==> src/rtl/upsc_regs.vh <==
// Purpose: constants for the supply operating-state controller
// Assumes: 50 MHz clock, classic wishbone register access
// Notes:   offsets are byte addresses of aligned 32-bit words
`ifndef UPSC_REGS_VH
`define UPSC_REGS_VH
`define UPSC_CLK_HZ        50000000
`define UPSC_OFF_CTRL      8'h00
`define UPSC_OFF_STATUS    8'h04
`define UPSC_OFF_LEDS      8'h08
`define UPSC_OFF_ALARM     8'h0c
`define UPSC_CTRL_RST      2'h0
`define UPSC_CTRL_PCSEL    0
`define UPSC_CTRL_FAULT    1
`define UPSC_SVC_ENTER_MS  6000
`define UPSC_SVC_EXIT_MS   1000
`define UPSC_DEB_MS        10
`define UPSC_SETTLE_CYC    4'h8
`define UPSC_LEDTEST_MS    500
`define UPSC_FLASH_MS      250
`define UPSC_CYC_PER_MS    (`UPSC_CLK_HZ / 1000)
`define UPSC_SVC_ENTER_CYC (`UPSC_SVC_ENTER_MS * `UPSC_CYC_PER_MS + 1)
`define UPSC_SVC_EXIT_CYC  (`UPSC_SVC_EXIT_MS * `UPSC_CYC_PER_MS + 1)
`define UPSC_DEB_CYC       (`UPSC_DEB_MS * `UPSC_CYC_PER_MS)
`define UPSC_LEDTEST_CYC   (`UPSC_LEDTEST_MS * `UPSC_CYC_PER_MS)
`define UPSC_FLASH_CYC     (`UPSC_FLASH_MS * `UPSC_CYC_PER_MS)
`define UPSC_IND_OFF       2'h0
`define UPSC_IND_ON        2'h1
`define UPSC_IND_FLASH     2'h2
`endif

==> src/rtl/upsc_ctrl.v <==
// Purpose: operating-state control of an uninterruptible dc supply
// Assumes: one 50 MHz clock, synchronous active-high reset, wishbone slave
// Notes:   every pin input is synchronised by two flops before use
`timescale 1ns/1ps
`default_nettype none
`include "upsc_regs.vh"
module upsc_ctrl #(
  parameter SVC_ENTER_CYC = `UPSC_SVC_ENTER_CYC, // service entry hold
  parameter SVC_EXIT_CYC  = `UPSC_SVC_EXIT_CYC,  // service exit hold
  parameter DEB_CYC       = `UPSC_DEB_CYC,       // debounce settle time
  parameter LEDTEST_CYC   = `UPSC_LEDTEST_CYC,   // per led-test phase
  parameter FLASH_CYC     = `UPSC_FLASH_CYC      // half flash period
) (
  input  wire        clk_i,        // system clock
  input  wire        rst_i,        // synchronous reset, high
  input  wire        wb_cyc_i,     // wishbone cycle
  input  wire        wb_stb_i,     // wishbone strobe
  input  wire        wb_we_i,      // wishbone write
  input  wire [7:0]  wb_adr_i,     // wishbone byte address
  input  wire [3:0]  wb_sel_i,     // wishbone byte enables
  input  wire [31:0] wb_dat_i,     // wishbone write data
  output reg  [31:0] wb_dat_o,     // wishbone read data
  output reg         wb_ack_o,     // wishbone acknowledge
  input  wire        vin_ok_i,     // input voltage within range
  input  wire        bat_start_n_i,// battery-start pin, low when shorted
  input  wire        remote_n_i,   // remote pin, low when grounded
  input  wire        svc_btn_i,    // service button, high when pressed
  input  wire        shutdown_i,   // shutdown condition (deep discharge)
  output reg         led_alarm_o,  // red alarm indicator
  output reg         led_bat_o,    // yellow battery-mode indicator
  output reg         led_sgood_o,  // green supply-good indicator
  output reg  [4:0]  led_soc_o,    // charge bar, bit 4 on top
  output reg         sig_alarm_o,  // alarm output, high = no alarm
  output reg         sig_bat_o,    // battery-mode output
  output reg         sig_ready_o,  // ready output
  output reg         load_on_o,    // load supply enable
  output reg         bat_path_o,   // load fed from battery
  output reg         charger_en_o, // internal charger enable
  output reg         bat_conn_o,   // battery terminals connected
  output reg         pc_shdn_o     // pc shutdown request
);
  // one-hot operating states
  localparam [6:0] ST_OFF  = 7'h01;  // waiting for start
  localparam [6:0] ST_INIT = 7'h02;  // led test
  localparam [6:0] ST_MAIN = 7'h04;  // mains operation
  localparam [6:0] ST_BAT  = 7'h08;  // battery operation
  localparam [6:0] ST_SVC  = 7'h10;  // service mode
  localparam [6:0] ST_DOWN = 7'h20;  // load switched off
  localparam [6:0] ST_COLD = 7'h40;  // battery after cold restart
  // state flow in short:
  //   off  -> init   input in range, or a battery-start short with no input
  //   init -> main   after the single lit/dark lamp pass, if started on mains
  //   init -> cold   after the same pass, if started from the battery
  //   main -> bat    input lost and remote inhibit not armed
  //   main -> down   input lost while remote inhibit is armed
  //   main -> svc    button released after the long hold
  //   svc  -> main   button released after the short hold, input present
  //   svc  -> down   input lost: service never falls back to the battery
  //   bat, cold -> main on input, -> down on remote short or shutdown
  //   down -> main   input back
  // the battery path is chosen in the same edge the input loss is seen,
  // so the load enable never drops between mains and battery feed

  // two-flop synchronisers for the five pins
  reg [4:0] sync1_r;  // first stage, read only by second
  reg [4:0] sync2_r;  // second stage
  always @(posedge clk_i) begin
    if (rst_i) begin
      sync1_r <= 5'h1f & 5'h06;
      sync2_r <= 5'h06;
    end else begin
      sync1_r <= {shutdown_i, svc_btn_i, remote_n_i, bat_start_n_i, vin_ok_i};
      sync2_r <= sync1_r;
    end
  end

  // settle window after reset: the debounced lines take the pin levels as
  // they are found and no edge is reported until the pipeline is full, so
  // a contact already closed at power-up is never read as a fresh short
  reg [3:0] settle_r;  // edges since reset, saturating
  wire      armed = (settle_r == `UPSC_SETTLE_CYC); // edges may be reported
  always @(posedge clk_i) begin
    if (rst_i)
      settle_r <= 4'h0;
    else if (!armed)
      settle_r <= settle_r + 4'h1;
  end

  // debounce: output follows the raw level once it stayed for DEB_CYC
  // a level that bounces back before the count ends restarts the wait,
  // which costs DEB_CYC of latency on every contact change
  reg [3:0]  deb_r;     // debounced bat_start_n, remote_n, button, shutdown
  reg [31:0] deb_cnt_r [0:3];
  integer i;
  always @(posedge clk_i) begin
    if (rst_i) begin
      deb_r <= 4'h3;
      for (i = 0; i < 4; i = i + 1)
        deb_cnt_r[i] <= 32'h0;
    end else if (!armed) begin
      deb_r <= sync2_r[4:1];                // take the levels as found
      for (i = 0; i < 4; i = i + 1)
        deb_cnt_r[i] <= 32'h0;
    end else begin
      for (i = 0; i < 4; i = i + 1) begin
        if (sync2_r[i+1] == deb_r[i])
          deb_cnt_r[i] <= 32'h0;            // stable, nothing to do
        else if (deb_cnt_r[i] >= DEB_CYC - 1) begin
          deb_r[i]     <= sync2_r[i+1];
          deb_cnt_r[i] <= 32'h0;
        end else
          deb_cnt_r[i] <= deb_cnt_r[i] + 32'h1;
      end
    end
  end
  wire vin_ok = sync2_r[0];   // monitor is a level, no bounce expected
  wire bst_n  = deb_r[0];
  wire rem_n  = deb_r[1];
  wire btn    = deb_r[2];
  wire shdn   = deb_r[3];

  // edge detection on debounced lines
  reg bst_n_d_r;  // delayed battery-start
  reg rem_n_d_r;  // delayed remote
  reg btn_d_r;    // delayed button
  always @(posedge clk_i) begin
    if (rst_i) begin
      bst_n_d_r <= 1'b1;
      rem_n_d_r <= 1'b1;
      btn_d_r   <= 1'b0;
    end else begin
      bst_n_d_r <= bst_n;
      rem_n_d_r <= rem_n;
      btn_d_r   <= btn;
    end
  end
  // no edge counts inside the settle window after reset
  wire bst_fall = armed & bst_n_d_r & ~bst_n;   // short applied
  wire rem_fall = armed & rem_n_d_r & ~rem_n;   // remote grounded
  wire rem_rise = armed & ~rem_n_d_r & rem_n;   // remote released
  wire btn_rel  = armed & btn_d_r & ~btn;       // button released

  // remote inhibit: latched on transitions only, a level held since
  // reset never arms it, which is why reset clears it
  reg inhibit_r;  // remote inhibit active
  always @(posedge clk_i) begin
    if (rst_i)
      inhibit_r <= 1'b0;
    else if (rem_fall)
      inhibit_r <= 1'b1;
    else if (rem_rise)
      inhibit_r <= 1'b0;
  end

  // button hold timer, saturating
  // saturation keeps a button stuck for hours from wrapping round into a
  // short hold; the hold is only judged when the button is let go
  reg [31:0] hold_r;  // cycles the button has been held
  always @(posedge clk_i) begin
    if (rst_i || !btn)
      hold_r <= 32'h0;
    else if (hold_r != 32'hffffffff)
      hold_r <= hold_r + 32'h1;
  end
  // action on release so a 6 s hold to enter is not also read as exit
  wire hold_enter = btn_rel & (hold_r >= SVC_ENTER_CYC);
  wire hold_exit  = btn_rel & (hold_r >= SVC_EXIT_CYC);

  // wishbone registers
  // register map, one 32-bit word each:
  //   ctrl   rw  bit 0 pc shutdown setting, bit 1 irregularity flag
  //   status ro  bit 9 cold start, bit 8 inhibit, bits 7:1 state, bit 0 input ok
  //   leds   ro  bits 7:3 charge bar, 2 supply good, 1 battery, 0 alarm
  //   alarm  ro  bit 0 alarm active
  // unmapped reads return zero and every access is acknowledged one cycle
  // after it is taken, so a stray address can never stall the bus
  reg [1:0] ctrl_r;   // pc setting select, irregularity flag
  wire      wb_req = wb_cyc_i & wb_stb_i & ~wb_ack_o;
  always @(posedge clk_i) begin
    if (rst_i) begin
      ctrl_r   <= `UPSC_CTRL_RST;
      wb_ack_o <= 1'b0;
    end else begin
      wb_ack_o <= wb_req;
      // the write lands at the edge where the master sees ack, while it
      // still holds address, select and data
      if (wb_cyc_i && wb_stb_i && wb_ack_o && wb_we_i && wb_sel_i[0] &&
          wb_adr_i == `UPSC_OFF_CTRL)
        ctrl_r <= wb_dat_i[1:0];
    end
  end
  wire pc_sel = ctrl_r[`UPSC_CTRL_PCSEL];
  wire fault  = ctrl_r[`UPSC_CTRL_FAULT];

  // main state machine
  // the lamp test is one lit phase and one dark phase of LEDTEST_CYC each;
  // it never repeats, and ready is only raised once the dark phase ends
  // cold_r follows the input while idle, so the start cause is captured in
  // the very edge that leaves the idle state
  reg [6:0]  st_r;      // current state
  reg [6:0]  st_nxt;    // next state
  reg        cold_r;    // init started by cold restart
  reg [31:0] tst_cnt_r; // led test phase counter
  reg        tst_ph_r;  // 0 = all lit, 1 = all dark
  wire       tst_done = tst_ph_r & (tst_cnt_r >= LEDTEST_CYC - 1);
  always @* begin
    st_nxt = st_r;
    case (st_r)
      ST_OFF:  if (vin_ok) st_nxt = ST_INIT;
               else if (bst_fall) st_nxt = ST_INIT;
      ST_INIT: if (tst_done)
                 st_nxt = cold_r ? ST_COLD : ST_MAIN;
      ST_MAIN: if (hold_enter) st_nxt = ST_SVC;
               else if (!vin_ok)
                 st_nxt = inhibit_r ? ST_DOWN : ST_BAT;
      ST_SVC:  if (hold_exit && vin_ok) st_nxt = ST_MAIN;
               else if (!vin_ok) st_nxt = ST_DOWN;
      ST_BAT, ST_COLD:
               if (vin_ok) st_nxt = ST_MAIN;
               else if (rem_fall || shdn) st_nxt = ST_DOWN;
      ST_DOWN: if (vin_ok) st_nxt = ST_MAIN;
      default: st_nxt = ST_OFF;
    endcase
  end
  always @(posedge clk_i) begin
    if (rst_i) begin
      st_r      <= ST_OFF;
      cold_r    <= 1'b0;
      tst_cnt_r <= 32'h0;
      tst_ph_r  <= 1'b0;
    end else begin
      st_r <= st_nxt;
      if (st_r == ST_OFF)
        cold_r <= ~vin_ok;
      if (st_r != ST_INIT) begin
        tst_cnt_r <= 32'h0;
        tst_ph_r  <= 1'b0;
      end else if (tst_cnt_r >= LEDTEST_CYC - 1) begin
        tst_cnt_r <= 32'h0;
        tst_ph_r  <= 1'b1;                 // single on/off pass
      end else
        tst_cnt_r <= tst_cnt_r + 32'h1;
    end
  end

  // flash and bar animation timebase
  // runs free from reset: flashing lamps and the bar runner share one
  // phase, which keeps all flashing indicators in step with each other
  reg [31:0] fl_cnt_r; // flash divider
  reg        fl_r;     // flash phase
  reg [4:0]  bar_r;    // one-hot top-to-bottom runner
  always @(posedge clk_i) begin
    if (rst_i) begin
      fl_cnt_r <= 32'h0;
      fl_r     <= 1'b0;
      bar_r    <= 5'h10;
    end else if (fl_cnt_r >= FLASH_CYC - 1) begin
      fl_cnt_r <= 32'h0;
      fl_r     <= ~fl_r;
      bar_r    <= (bar_r == 5'h01) ? 5'h10 : {1'b0, bar_r[4:1]};
    end else
      fl_cnt_r <= fl_cnt_r + 32'h1;
  end

  // indicator code to lamp level
  function ind;
    input [1:0] code;
    input       ph;
    begin
      ind = (code == `UPSC_IND_ON) | ((code == `UPSC_IND_FLASH) & ph);
    end
  endfunction

  // output decode, registered
  // lamp and signal levels per state (0 off, 1 lit, B flashing; H/L):
  //   off   0 0 0    alarm L  battery L  ready L  bar dark
  //   init  lamp test alarm H  battery L  ready L
  //   main  0/1 0 1/B alarm H/L battery L ready H  bar full
  //   svc   1 0 1    alarm L  battery L  ready L
  //   bat   0 1 0    alarm H  battery H  ready L
  //   cold  1 1 0    alarm L  battery H  ready L  bar runs top to bottom
  //   down  0 0 0    all low, load off
  // the alarm signal is high while there is no alarm
  reg [1:0] c_al;  // alarm indicator code
  reg [1:0] c_bm;  // battery indicator code
  reg [1:0] c_sg;  // supply-good indicator code
  always @* begin
    c_al = `UPSC_IND_OFF;
    c_bm = `UPSC_IND_OFF;
    c_sg = `UPSC_IND_OFF;
    case (st_r)
      ST_MAIN: begin
        c_al = fault ? `UPSC_IND_ON : `UPSC_IND_OFF;
        c_sg = inhibit_r ? `UPSC_IND_FLASH : `UPSC_IND_ON;
      end
      ST_SVC:  begin
        c_al = `UPSC_IND_ON;
        c_sg = `UPSC_IND_ON;
      end
      ST_BAT:  c_bm = `UPSC_IND_ON;
      ST_COLD: begin
        c_al = `UPSC_IND_ON;
        c_bm = `UPSC_IND_ON;
      end
      default: c_al = `UPSC_IND_OFF;
    endcase
  end
  always @(posedge clk_i) begin
    if (rst_i) begin
      led_alarm_o  <= 1'b0;
      led_bat_o    <= 1'b0;
      led_sgood_o  <= 1'b0;
      led_soc_o    <= 5'h00;
      sig_alarm_o  <= 1'b0;
      sig_bat_o    <= 1'b0;
      sig_ready_o  <= 1'b0;
      load_on_o    <= 1'b0;
      bat_path_o   <= 1'b0;
      charger_en_o <= 1'b0;
      bat_conn_o   <= 1'b0;
      pc_shdn_o    <= 1'b0;
      wb_dat_o     <= 32'h0;
    end else begin
      led_alarm_o  <= (st_r == ST_INIT) ? ~tst_ph_r : ind(c_al, fl_r);
      led_bat_o    <= (st_r == ST_INIT) ? ~tst_ph_r : ind(c_bm, fl_r);
      led_sgood_o  <= (st_r == ST_INIT) ? ~tst_ph_r : ind(c_sg, fl_r);
      led_soc_o    <= (st_r == ST_INIT) ? {5{~tst_ph_r}} :
                      (st_r == ST_COLD) ? bar_r :
                      (st_r == ST_MAIN) ? 5'h1f : 5'h00;
      sig_alarm_o  <= (st_r == ST_INIT) | ((st_r == ST_MAIN) & ~fault) |
                      (st_r == ST_BAT);
      sig_bat_o    <= (st_r == ST_BAT) | (st_r == ST_COLD);
      sig_ready_o  <= (st_r == ST_MAIN);
      load_on_o    <= (st_r == ST_MAIN) | (st_r == ST_BAT) | (st_r == ST_COLD) |
                      (st_r == ST_SVC);
      bat_path_o   <= (st_r == ST_BAT) | (st_r == ST_COLD);
      charger_en_o <= (st_r == ST_MAIN);
      bat_conn_o   <= (st_r != ST_SVC) & (st_r != ST_OFF);
      pc_shdn_o    <= pc_sel & ((st_r == ST_BAT) | (st_r == ST_COLD));
      if (wb_req && !wb_we_i) begin
        case (wb_adr_i)
          `UPSC_OFF_CTRL:   wb_dat_o <= {30'h0, ctrl_r};
          `UPSC_OFF_STATUS: wb_dat_o <= {22'h0, cold_r, inhibit_r, st_r, vin_ok};
          `UPSC_OFF_LEDS:   wb_dat_o <= {24'h0, led_soc_o, led_sgood_o, led_bat_o,
                                         led_alarm_o};
          `UPSC_OFF_ALARM:  wb_dat_o <= {31'h0, ~sig_alarm_o};
          default:          wb_dat_o <= 32'h0;
        endcase
      end
    end
  end
endmodule // upsc_ctrl
`default_nettype wire

==> config.mk <==
export PLATFORM = sky130hd
export DESIGN_NAME = upsc_ctrl
export DESIGN_NICKNAME = d
export VERILOG_FILES = /design/src/rtl/upsc_ctrl.v
export VERILOG_INCLUDE_DIRS = /design/src /design/src/rtl
export SDC_FILE = /design/constraint.sdc
export NUM_CORES = 1
export LEC_CHECK = 0
export BUFFER_PORTS_ARGS = -buffer_cell sky130_fd_sc_hd__buf_2
export CORE_MARGIN = 3
export CORE_UTILIZATION = 35
export CTS_BUF_LIST = sky130_fd_sc_hd__clkbuf_8
export CTS_CLUSTER_DIAMETER = 150
export CTS_CLUSTER_SIZE = 28
export DETAILED_ROUTE_END_ITERATION = 6
export SYNTH_ARGS = -nofsm -noshare
export SYNTH_HDL_FRONTEND = slang
export SYNTH_SLANG_ARGS = --single-unit
export TNS_END_PERCENT = 10
==> constraint.sdc <==
create_clock -name clk_i -period 5.8 [get_ports clk_i]
set_input_delay 0.58 -clock clk_i [delete_from_list [all_inputs] [get_ports clk_i]]
set_output_delay 0.58 -clock clk_i [all_outputs]
set_load 0.05 [all_outputs]
==> insert_results.sql, run 1 <==
INSERT INTO impl_metrics (metric_group, metric, value, unit) VALUES
('global_routing', 'grt_overflow', '0', ''),
('global_routing', 'grt_pass1_vias', '7718', ''),
('global_routing', 'globalRouteMet2Util', '18.7', '%'),
('global_routing', 'grt.busiest_layer', 'met2', ''),
('cts', 'cts-root-buf', 'sky130_fd_sc_hd__clkbuf_8', ''),
('floorplan', 'floorplan.die_area', '37100', 'um2'),
('yosys', 'synth-edff-count', '96', ''),
('critical_path', 'cp.arrival', '3.11', 'ns'),
('yosys', 'synth.avg_cell_area', '9.96', 'um2'),
('cts', 'cts_htree_levels', '1', ''),
('global_routing', 'grt_antenna_before_repair', '0', ''),
('floorplan', 'die_w', '193', 'um'),
('yosys', 'synth_largest_type_area_fraction', '31.5', '%'),
('placement', 'numPortBuffers', '47', ''),
('timing', 'setup_viol', '0', ''),
('cts', 'clock_tree.buffer_depth', '3', ''),
('detailed_routing', 'route.antenna.remaining_nets', '0', ''),
('detailed_routing', 'routed-via-count', '8458', ''),
('yosys', 'post_synth_num_cell_types', '65', ''),
('critical_path', 'reg2reg_slack', '3.08', 'ns'),
('global_routing', 'global_route.usage.total', '11.2', '%'),
('detailed_routing', 'detail_route.first_pass.iterations', '5', ''),
('yosys', 'yosysMostFrequentCell', 'sky130_fd_sc_hd__nor2_1', ''),
('run_status', 'run_status', 'complete, no violations', ''),
('flow_run', 'maxCapViolations', '0', ''),
('critical_path', 'endpoint_kind', 'flip-flop', ''),
('critical_path', 'timing.rr.end', 'deb_cnt_r[1][12]', ''),
('min_path', 'timing.hold.worst_path_depth', '2', ''),
('global_routing', 'gr_met1_demand_resource', '15.8', '%'),
('layout', 'drive_gt1_share', '5.58', '%'),
('critical_path', 'crit_fanout', '19', ''),
('pwr', 'power.total', '3.29', 'mW'),
('yosys', 'ys_async_sr_fraction', '0', '%'),
('floorplan', 'start_util', '35.9', '%'),
('timing', 'period_minus_slack', '2.72', 'ns'),
('min_path', 'hold_path.class', 'primary input to flip-flop', ''),
('pwr', 'leakage', '4.89', 'nW'),
('timing', 'tightestPinTransition', '1.13', 'ns'),
('layout', 'syn_to_final_growth', '11.4', '%'),
('yosys', 'area_contributors_post_synth', 'sky130_fd_sc_hd__dfxtp_1 (31%), sky130_fd_sc_hd__edfxtp_1 (24%), sky130_fd_sc_hd__nor2_1 (7.3%)', ''),
('timing', 'timing.setup.tns', '0', 'ns'),
('detailed_routing', 'wire_per_inst', '11.3', 'um'),
('cts', 'tritoncts_clock_tree', 'done', ''),
('yosys', 'seq_total_area_yosys', '55.1', '%'),
('timing', 'fmaxAchievable', '368', 'MHz'),
('global_routing', 'wire_length_of_the_first_global_routing_pass', '35.6', 'mm'),
('yosys', 'syn-cell-area', '12200', 'um2'),
('yosys', 'commonest_cells_post_synth', 'sky130_fd_sc_hd__nor2_1 (238), sky130_fd_sc_hd__dfxtp_1 (192), sky130_fd_sc_hd__edfxtp_1 (96), sky130_fd_sc_hd__nand2_1 (95), sky130_fd_sc_hd__xor2_1 (95)', ''),
('layout', 'final.fill_count', '3416', ''),
('placement', 'globalplace.congestion', '0.797', ''),
('yosys', 'yosys.area_share.adder', '1.13', '%'),
('cts', 'post-cts-setup-buffer-count', '0', ''),
('timing', 'rsz_0062_raised_after_global_routing', 'false', ''),
('pwr', 'ir_drop', '137', 'uV'),
('min_path', 'holdPathEnd', 'sync1_r[2]', ''),
('detailed_routing', 'detail_routed_via_count_per_cell', '4.54', ''),
('yosys', 'synthDominantAreaCellType', 'sky130_fd_sc_hd__dfxtp_1', ''),
('critical_path', 'critical_path.most_common_cell', 'sky130_fd_sc_hd__nor2_1', ''),
('critical_path', 'worst_path_max_delay_cell', 'sky130_fd_sc_hd__or3_1', ''),
('critical_path', 'required', '6.19', 'ns'),
('cts', 'clk_pin_slew', '0.16', 'ns'),
('yosys', 'post_synth_and_or_nand_nor_area_fraction', '23.3', '%'),
('yosys', 'portion_of_netlist_area_occupied_by_mux_cells', '0.923', '%'),
('yosys', 'synth_seq_cells', '288', ''),
('detailed_routing', 'total_detailed_routing_wirelength', '21.0', 'mm'),
('yosys', 'syn_inst', '1225', ''),
('yosys', 'synthXorXnorAreaFrac', '10.5', '%'),
('pwr', 'power_per_cell_area', '242', 'nW/um2'),
('placement', 'place_hpwl', '14.9', 'mm'),
('critical_path', 'r2r_cells', '8', ''),
('layout', 'final_net_count', '1475', '');
==> cells by family after synthesis <==
family,Yosys count
flops,288
buf+inv,88
fa+ha+maj,11
mux,10
simple gates,587
xor+xnor,146
compound gates,93
other cells,2
==> worst max-delay path by stage <==
stage / start / end / slack (ns) / cells after the start
final: deb_cnt_r[1][0] / deb_cnt_r[1][12] / 3.08 / 8
after CTS: settle_r[0] / deb_cnt_r[2][1] / 3.01 / 8
after detailed placement: rst_i / deb_r[2] / 2.68 / 5
after floorplan: deb_cnt_r[3][0] / deb_cnt_r[3][11] / 3.38 / 10
after global placement: rst_i / deb_r[2] / 2.74 / 5
after global routing: settle_r[0] / deb_cnt_r[2][10] / 2.75 / 8
==> layout make-up <==
class,instances,area share [%]
inverters,26,0.718
repair buffers,48,1.79
flip-flops and latches,288,49.5
clock buffers,15,1.52
multi-input cells,1032,42.1
well taps,448,4.12
clock inverters,7,0.313
==> per-layer routing <==
layer	routed length [um]	up-vias
li1	-	4404
met3	731	22
met1	10600	3925
met5	0	-
met2	9390	107
met4	315	0
==> sequential cells by signal, indices dropped and copies added (netlist names), 2 cells and up <==
name,cells
deb_cnt_r,128
wb_dat_o,10
deb_r,4
bar_r,5
led_soc_o,5
sync2_r,5
tst_cnt_r,32
hold_r,32
ctrl_r,2
settle_r,4
fl_cnt_r,32
sync1_r,5
st_r,7
==> placed cells by master (no fill, tap or decap), types with 27 or more instances in the layout <==
cell,count
sky130_fd_sc_hd__a21oi_1,27
sky130_fd_sc_hd__and3_1,32
sky130_fd_sc_hd__buf_2,47
sky130_fd_sc_hd__conb_1,185
sky130_fd_sc_hd__dfxtp_1,192
sky130_fd_sc_hd__edfxtp_1,96
sky130_fd_sc_hd__inv_1,31
sky130_fd_sc_hd__nand2_1,95
sky130_fd_sc_hd__nand3_1,60
sky130_fd_sc_hd__nand4_1,34
sky130_fd_sc_hd__nor2_1,238
sky130_fd_sc_hd__nor4_1,28
sky130_fd_sc_hd__xnor2_1,51
sky130_fd_sc_hd__xor2_1,95
==> worst max-delay path, delay by kind of cell, from the launching register on <==
| kind | cells | cell delay [ns] |
|---|---|---|
| flops | 1 | 0.46 |
| buf+inv | 1 | 0.07 |
| fa+ha+maj | 1 | 0.28 |
| simple gates | 4 | 1.33 |
| compound gates | 2 | 0.44 |
==> metrics by stage <==
| stage | utilization (%) | instances | instance area, um2 | hold WS [ns] | setup WS, ns |
|---|---|---|---|---|---|
| global route | 40.0 | 1864 | 13600 | 0.224 | 2.75 |
| floorplan | - | 1408 | 12900 | 0.389 | 3.38 |
| finish | 40.0 | 1864 | 13600 | 0.242 | 3.08 |
| CTS | 40.0 | 1864 | 13600 | 0.206 | 3.01 |
| detailed placement | 39.3 | 1842 | 13300 | 0.398 | 2.68 |
| global placement | 39.3 | 1842 | 13300 | 0.392 | 2.74 |
==> report_power, final <==
| group | internal, mW | switching (mW) |
|---|---|---|
| Clock | 0.252 | 0.586 |
| Combinational | 0.0692 | 0.167 |
| Sequential | 2.16 | 0.0573 |
Power figures use the tool's default switching activity.
==> run 2, diff against run 1 <==
clock period = 2.75 ns   (was 5.8 ns; I/O delays follow)
==> run 2 against run 1 <==
Against the previous run: clock skew is 0.0023 ns higher; die area stayed put; critical endpoint is now deb_cnt_r[1][5]; design area grew 1.4%.
==> insert_results.sql, run 2 (synthesis gave the netlist of run 1 again) <==
INSERT INTO impl_metrics (metric_group, metric, value, unit) VALUES
('global_routing', 'maximum_number_of_pins_on_one_net_before_global_route_repair', '42', ''),
('min_path', 'timing.hold.worst_path_depth', '4', ''),
('timing', 'setup_viol', '0', ''),
('timing', 'period_minus_slack', '2.52', 'ns'),
('detailed_routing', 'routed-via-count', '8452', ''),
('critical_path', 'reg2reg_slack', '0.23', 'ns'),
('floorplan', 'dieHeight', '193', 'um'),
('critical_path', 'endpoint_kind', 'flip-flop', ''),
('placement', 'dpl_cell_area', '13400', 'um2'),
('timing', 'hold_viol', '0', ''),
('pwr', 'pwr-share-clk', '25.7', '%'),
('cts', 'clock_insertion_delay_worst_skew', '0.54', 'ns'),
('pwr', 'internal_power', '5.25', 'mW'),
('pwr', 'swShare', '24.9', '%'),
('critical_path', 'setup.worst_path.start_class', 'flip-flop', ''),
('layout', 'finish.instance_area', '13800', 'um2'),
('timing', 'final-max-slew-violation-count', '0', ''),
('placement', 'numPortBuffers', '47', ''),
('cts', 'clock_tree.buffer_depth', '3', ''),
('flow_run', 'maxCapViolations', '0', ''),
('min_path', 'timing.hold.worst.start', 'wb_we_i', ''),
('timing', 'tightestPinTransition', '0.583', 'ns'),
('cts', 'clk_pin_slew', '0.16', 'ns'),
('critical_path', 'r2r_cells', '9', ''),
('detailed_routing', 'detail_routed_via_count_per_cell', '4.49', ''),
('detailed_routing', 'wire_per_inst', '11.4', 'um'),
('placement', 'globalplace.congestion', '0.775', ''),
('critical_path', 'worst-setup-path-type', 'flip-flop to flip-flop', ''),
('layout', 'layout_common_cells', 'sky130_fd_sc_hd__nor2_1 (238), sky130_fd_sc_hd__dfxtp_1 (192), sky130_fd_sc_hd__conb_1 (185)', ''),
('floorplan', 'core_area', '34000', 'um2'),
('detailed_routing', 'detail_route.first_pass.iterations', '4', ''),
('floorplan', 'num_io_pins', '103', ''),
('layout', 'insertedDiodeCount', '0', ''),
('timing', 'worst_clock_skew', '0.0341', 'ns'),
('placement', 'placement.setup.worst_slack', '0.200', 'ns'),
('pwr', 'power_frac_seq', '66.9', '%'),
('layout', 'final_net_count', '1494', ''),
('global_routing', 'grt_overflow', '0', ''),
('critical_path', 'crit_fanout', '19', ''),
('cts', 'post-cts-setup-buffer-count', '0', ''),
('layout', 'regMostFlops', 'deb_cnt_r', ''),
('pwr', 'power.share.combinational', '7.4', '%'),
('layout', 'drive_gt1_share', '6.34', '%'),
('critical_path', 'cp.arrival', '2.93', 'ns'),
('timing', 'timing.setup.tns', '0', 'ns'),
('floorplan', 'start_util', '35.9', '%'),
('timing', 'final.setup.worst_slack', '0.225', 'ns'),
('pwr', 'leakage', '4.97', 'nW'),
('detailed_routing', 'drt_drc_violations_left', '0', ''),
('layout', 'final.fill_count', '3406', ''),
('cts', 'cts-root-buf', 'sky130_fd_sc_hd__clkbuf_8', ''),
('floorplan', 'floorplan.die_area', '37100', 'um2'),
('critical_path', 'worstReg2RegStart', 'deb_cnt_r[1][0]', ''),
('cts', 'cts_htree_levels', '1', ''),
('detailed_routing', 'route.antenna.remaining_nets', '0', ''),
('cts', 'numClockSinks', '288', ''),
('cts', 'numCtsBuffers', '14', ''),
('layout', 'layout_commonest_cell', 'sky130_fd_sc_hd__nor2_1', ''),
('timing', 'min_period_over_period', '91.8', '%'),
('placement', 'place_hpwl', '15.2', 'mm'),
('timing', 'slew_headroom', '60.8', '%'),
('critical_path', 'required', '3.16', 'ns'),
('pwr', 'switching_power', '1.74', 'mW'),
('run_status', 'run_status', 'complete, no violations', ''),
('global_routing', 'grt_pass1_vias', '7773', ''),
('global_routing', 'global_route.usage.total', '11.4', '%'),
('detailed_routing', 'dr.first_iter.drc_count', '360', ''),
('timing', 'rsz_0062_raised_after_global_routing', 'false', ''),
('floorplan', 'die_w', '193', 'um'),
('floorplan', 'rows', '67', ''),
('detailed_routing', 'total_detailed_routing_wirelength', '21.5', 'mm'),
('global_routing', 'wire_length_of_the_first_global_routing_pass', '36.0', 'mm'),
('pwr', 'ir_drop', '327', 'uV'),
('min_path', 'holdPathEnd', 'wb_dat_o[9]', ''),
('min_path', 'hold_path.class', 'primary input to flip-flop', ''),
('layout', 'largest_register_ffs', '128', ''),
('timing', 'fmaxAchievable', '396', 'MHz'),
('pwr', 'power_per_cell_area', '507', 'nW/um2'),
('cts', 'tritoncts_clock_tree', 'done', ''),
('global_routing', 'grt_antenna_before_repair', '0', ''),
('layout', 'syn_to_final_growth', '12.9', '%'),
('critical_path', 'timing.rr.end', 'deb_cnt_r[1][5]', '');
==> run 2: changes by cell type in the layout (fill, tap and decap cells not counted), sizes merged <==
cell / before / now
dlygate4sd3: 0 / 9
inv: 32 / 31
buf: 48 / 58
clkinv: 1 / 2
==> run 2: power by group through the flow <==
stage,Clock (mW),Combinational (mW),Sequential [mW]
finish,1.80,0.514,4.68
global route,2.04,0.570,4.70
CTS,1.91,0.510,4.68
detailed placement,0,0.498,4.77
global placement,0,0.495,4.77
floorplan,0,0.373,4.80
==> run 2: worst max-delay path by stage <==
stage,startpoint,to,slack (ns),depth (start not counted)
floorplan,deb_cnt_r[3][0],deb_cnt_r[3][11],0.33,10
global placement,deb_cnt_r[2][0],deb_cnt_r[2][4],0.25,9
detailed placement,deb_cnt_r[2][0],deb_cnt_r[2][3],0.20,9
CTS,settle_r[0],deb_cnt_r[2][3],0.16,9
global route,deb_cnt_r[2][0],deb_cnt_r[2][3],0.001,9
finish,deb_cnt_r[1][0],deb_cnt_r[1][5],0.23,9
==> run 2: repair_timing <==
item,CTS,global route
endpoints found under the setup margin,0,33
hold buffers,9,0
resized for setup,0,2
endpoints found under the hold margin,8,0
==> run 2: critical path: stages (launching register included) <==
cell	delay, ns
sky130_fd_sc_hd__edfxtp_1	0.46
sky130_fd_sc_hd__ha_1	0.28
sky130_fd_sc_hd__inv_1	0.07
sky130_fd_sc_hd__nor2_1	0.05
sky130_fd_sc_hd__or4_1	0.41
sky130_fd_sc_hd__a211oi_1	0.28
sky130_fd_sc_hd__o31ai_1	0.15
sky130_fd_sc_hd__or3_1	0.36
sky130_fd_sc_hd__buf_4	0.21
sky130_fd_sc_hd__nor2_1	0.13
==> run 2: area by class of cell <==
class                           instances  area, um2  share of cell area (%)
Clock buffer                           15        206                    1.50
Clock inverter                          7       52.6                   0.381
Inverter                               26       97.6                   0.708
Multi-Input combinational cell       1032       5730                    41.6
Sequential cell                       288       6730                    48.8
Tap cell                              448        561                    4.07
Timing Repair Buffer                   67        408                    2.96
==> run 2: per-layer routing <==
layer,track usage (%),vias to the layer above,share of wire [%],routed length [um]
met5,0,-,0,0
li1,-,4440,-,-
met1,15.6,3882,49,10600
met2,19.4,106,46,9780
met4,2.52,0,1.3,282
met3,1.40,24,3.6,779
==> run 2: per-stage QoR <==
stage / util [%] / hold slack, ns / total power [mW] / instances
5_1_grt: 40.6 / 0.0456 / 7.32 / 1883
6_report: 40.6 / 0.0421 / 6.99 / 1883
2_1_floorplan: - / 0.379 / 5.18 / 1408
4_1_cts: 40.6 / 0.00781 / 7.10 / 1883
3_5_place_dp: 39.5 / 0.394 / 5.27 / 1852
3_3_place_gp: 39.5 / 0.393 / 5.27 / 1852
==> run 3, diff against run 2 <==
--- a/config.mk
+++ b/config.mk
@@ -8,4 +8,5 @@
 export LEC_CHECK = 0
 export BUFFER_PORTS_ARGS = -buffer_cell sky130_fd_sc_hd__buf_2
+export CORE_ASPECT_RATIO = 1.2
 export CORE_MARGIN = 3
 export CORE_UTILIZATION = 35
==> constraint.sdc (replaced) <==
create_clock -name clk_i -period 2.75 [get_ports clk_i]
set_input_delay 0.275 -clock clk_i [delete_from_list [all_inputs] [get_ports clk_i]]
set_output_delay 0.275 -clock clk_i [all_outputs]
set_load 0.01 [all_outputs]
==> run 3 against run 2 <==
Against the previous run: cell count rose by 0.58%; fmax shrank 2.3%; core utilization is 0.32 points lower; combinational power decreased by 25%; sequential power hardly changed; worst setup slack worse by 0.058 ns; critical endpoint is now deb_cnt_r[2][17].
==> insert_results.sql, run 3 (synthesis gave the netlist of run 1 again) <==
INSERT INTO impl_metrics (metric_group, metric, value, unit) VALUES
('timing', 'final-max-slew-violation-count', '0', ''),
('global_routing', 'grt_overflow', '0', ''),
('min_path', 'timing.hold.worst.start', 'wb_we_i', ''),
('floorplan', 'start_util', '35.6', '%'),
('critical_path', 'cp_num_buf_inv', '1', ''),
('floorplan', 'floorplan.die_area', '37200', 'um2'),
('floorplan', 'num_io_pins', '103', ''),
('timing', 'period_minus_slack', '2.58', 'ns'),
('layout', 'fin_util', '40.3', '%'),
('timing', 'slew_headroom', '56.9', '%'),
('layout', 'drive_gt1_share', '6.40', '%'),
('critical_path', 'crit_path_cells', 'ha_1 -> and4_1 -> o41ai_1 -> nand2_1 -> a21oi_1 -> o21ai_0 -> or3_1 -> buf_4 -> nor2_1', ''),
('timing', 'hold_viol', '0', ''),
('layout', 'final_net_count', '1497', ''),
('placement', 'place_hpwl', '15.1', 'mm'),
('detailed_routing', 'routed-via-count', '8540', ''),
('critical_path', 'reg2reg_slack', '0.17', 'ns'),
('critical_path', 'r2r_cells', '9', ''),
('global_routing', 'global_route.usage.total', '11.2', '%'),
('global_routing', 'grt_pass1_vias', '8120', ''),
('layout', 'finish.instance_area', '13800', 'um2'),
('floorplan', 'die_w', '176', 'um'),
('critical_path', 'required', '3.16', 'ns'),
('pwr', 'power_per_cell_area', '495', 'nW/um2'),
('timing', 'timing.setup.tns', '0', 'ns'),
('layout', 'regMostFlops', 'deb_cnt_r', ''),
('pwr', 'ir_drop', '235', 'uV'),
('critical_path', 'timing.rr.end', 'deb_cnt_r[2][17]', ''),
('detailed_routing', 'dr.first_iter.drc_count', '494', ''),
('detailed_routing', 'route.antenna.remaining_nets', '0', ''),
('critical_path', 'worst-setup-path-type', 'flip-flop to flip-flop', ''),
('placement', 'globalplace.congestion', '0.812', ''),
('detailed_routing', 'total_detailed_routing_wirelength', '20.9', 'mm'),
('min_path', 'timing.hold.worst_path_depth', '4', ''),
('cts', 'clock_insertion_delay_worst_skew', '0.55', 'ns'),
('layout', 'layout_commonest_cell', 'sky130_fd_sc_hd__nor2_1', ''),
('placement', 'numPortBuffers', '47', ''),
('min_path', 'holdPathEnd', 'wb_dat_o[9]', ''),
('critical_path', 'critical-path-max-stage-delay', '0.47', 'ns'),
('floorplan', 'dieHeight', '211', 'um'),
('placement', 'dpl_cell_area', '13500', 'um2'),
('detailed_routing', 'detail_routed_via_count_per_cell', '4.51', ''),
('cts', 'cts-root-buf', 'sky130_fd_sc_hd__clkbuf_8', ''),
('cts', 'numClockSinks', '288', ''),
('min_path', 'hold_path.class', 'primary input to flip-flop', ''),
('timing', 'setup_viol', '0', ''),
('critical_path', 'worstReg2RegStart', 'deb_cnt_r[2][0]', ''),
('timing', 'rsz_0062_raised_after_global_routing', 'false', ''),
('cts', 'cts_htree_levels', '1', ''),
('layout', 'syn_to_final_growth', '13.0', '%'),
('global_routing', 'wire_length_of_the_first_global_routing_pass', '36.3', 'mm'),
('timing', 'fmaxAchievable', '387', 'MHz'),
('critical_path', 'endpoint_kind', 'flip-flop', ''),
('flow_run', 'maxCapViolations', '0', ''),
('timing', 'worst_clock_skew', '0.0421', 'ns'),
('cts', 'clock_tree.buffer_depth', '3', ''),
('layout', 'largest_register_ffs', '128', ''),
('global_routing', 'maximum_number_of_pins_on_one_net_before_global_route_repair', '34', ''),
('run_status', 'run_status', 'complete, no violations', ''),
('pwr', 'leakage', '4.98', 'nW'),
('critical_path', 'cp.arrival', '3.00', 'ns'),
('floorplan', 'core_area', '34300', 'um2'),
('critical_path', 'worst_path_max_delay_cell', 'sky130_fd_sc_hd__edfxtp_1', ''),
('cts', 'clk_pin_slew', '0.16', 'ns'),
('timing', 'final.hold.worst_slack', '0.0486', 'ns'),
('critical_path', 'crit_fanout', '19', ''),
('cts', 'numCtsBuffers', '14', ''),
('floorplan', 'rows', '74', ''),
('timing', 'tightestPinTransition', '0.646', 'ns'),
('layout', 'insertedDiodeCount', '0', ''),
('cts', 'tritoncts_clock_tree', 'done', ''),
('layout', 'layout_common_cells', 'sky130_fd_sc_hd__nor2_1 (238), sky130_fd_sc_hd__dfxtp_1 (192), sky130_fd_sc_hd__conb_1 (185)', ''),
('timing', 'min_period_over_period', '93.9', '%'),
('detailed_routing', 'detail_route.first_pass.iterations', '4', ''),
('global_routing', 'grt_antenna_before_repair', '0', ''),
('cts', 'post_cts_resized', '0', ''),
('detailed_routing', 'wire_per_inst', '11.0', 'um'),
('critical_path', 'setup.worst_path.start_class', 'flip-flop', ''),
('critical_path', 'critical-path-top-delay-family', 'simple AND/OR/NAND/NOR gates', ''),
('detailed_routing', 'drt_drc_violations_left', '0', '');
run 3: cell count changes in the layout (fill, tap and decap cells not counted):
cell and change:
sky130_fd_sc_hd__o41ai_2 -1, sky130_fd_sc_hd__buf_4 +3, sky130_fd_sc_hd__clkinv_16 -1, sky130_fd_sc_hd__and3b_2 -1
sky130_fd_sc_hd__and3b_1 +1, sky130_fd_sc_hd__o41ai_1 +1, sky130_fd_sc_hd__inv_16 +1
run 3: power by group:
group          internal (mW)  leakage [nW]  switching (mW)  total (mW)
Sequential              4.56          2.53           0.120        4.68
Combinational          0.157          2.30           0.229       0.386
Clock                  0.531         0.150            1.24        1.77
run 3: worst max-delay path by stage:
stage / slack (ns) / cells past startpoint / start / to
global placement: 0.24 / 9 / deb_cnt_r[2][0] / deb_cnt_r[2][7]
floorplan: 0.33 / 10 / deb_cnt_r[3][0] / deb_cnt_r[3][11]
detailed placement: 0.23 / 9 / deb_cnt_r[3][0] / deb_cnt_r[3][5]
finish: 0.17 / 9 / deb_cnt_r[2][0] / deb_cnt_r[2][17]
global route: 0.002 / 9 / deb_cnt_r[2][0] / deb_cnt_r[2][17]
CTS: 0.17 / 9 / deb_cnt_r[3][0] / deb_cnt_r[3][5]
run 3: cell type report:
type,instances,area (um2)
fill,3383,20500
sequential,288,6730
multi-input combinational,1032,5720
tap,456,571
timing repair buffer,70,430
clock buffer,15,206
inverter,26,97.6
clock inverter,7,42.5
run 3: stage by stage:
stage | worst slack (ns) | std cells | total power, mW
after global routing | 0.00192 | 1894 | 7.19
after CTS | 0.169 | 1894 | 6.94
after detailed placement | 0.228 | 1863 | 5.14
after global placement | 0.241 | 1863 | 5.13
after floorplan | 0.332 | 1408 | 5.05
final | 0.167 | 1894 | 6.83
run 3: layer usage:
metal / vias to the layer above / part of all wire, % / wire, um / GRT usage (%)
li1: 4447 / - / - / -
met4: 0 / 2.0 / 410 / 3.14
met5: - / 0 / 0 / 0
met3: 25 / 3.2 / 677 / 1.15
met1: 3951 / 46 / 9550 / 13.9
met2: 117 / 49 / 10300 / 20.7
run 3: timing repair:
| item | 4_1_cts | 5_1_grt |
|---|---|---|
| endpoints found under the hold margin | 8 | 0 |
| hold buffers | 9 | 0 |
| buffers inserted | 0 | 0 |
run 3: tightest hold or removal path, delay by kind of cell:
family,cells,cell delay [ns]
AND/OR/NAND/NOR,2,0.13
buffers and inverters,1,0.10
AO/OA/AOI/OAI,1,0.06
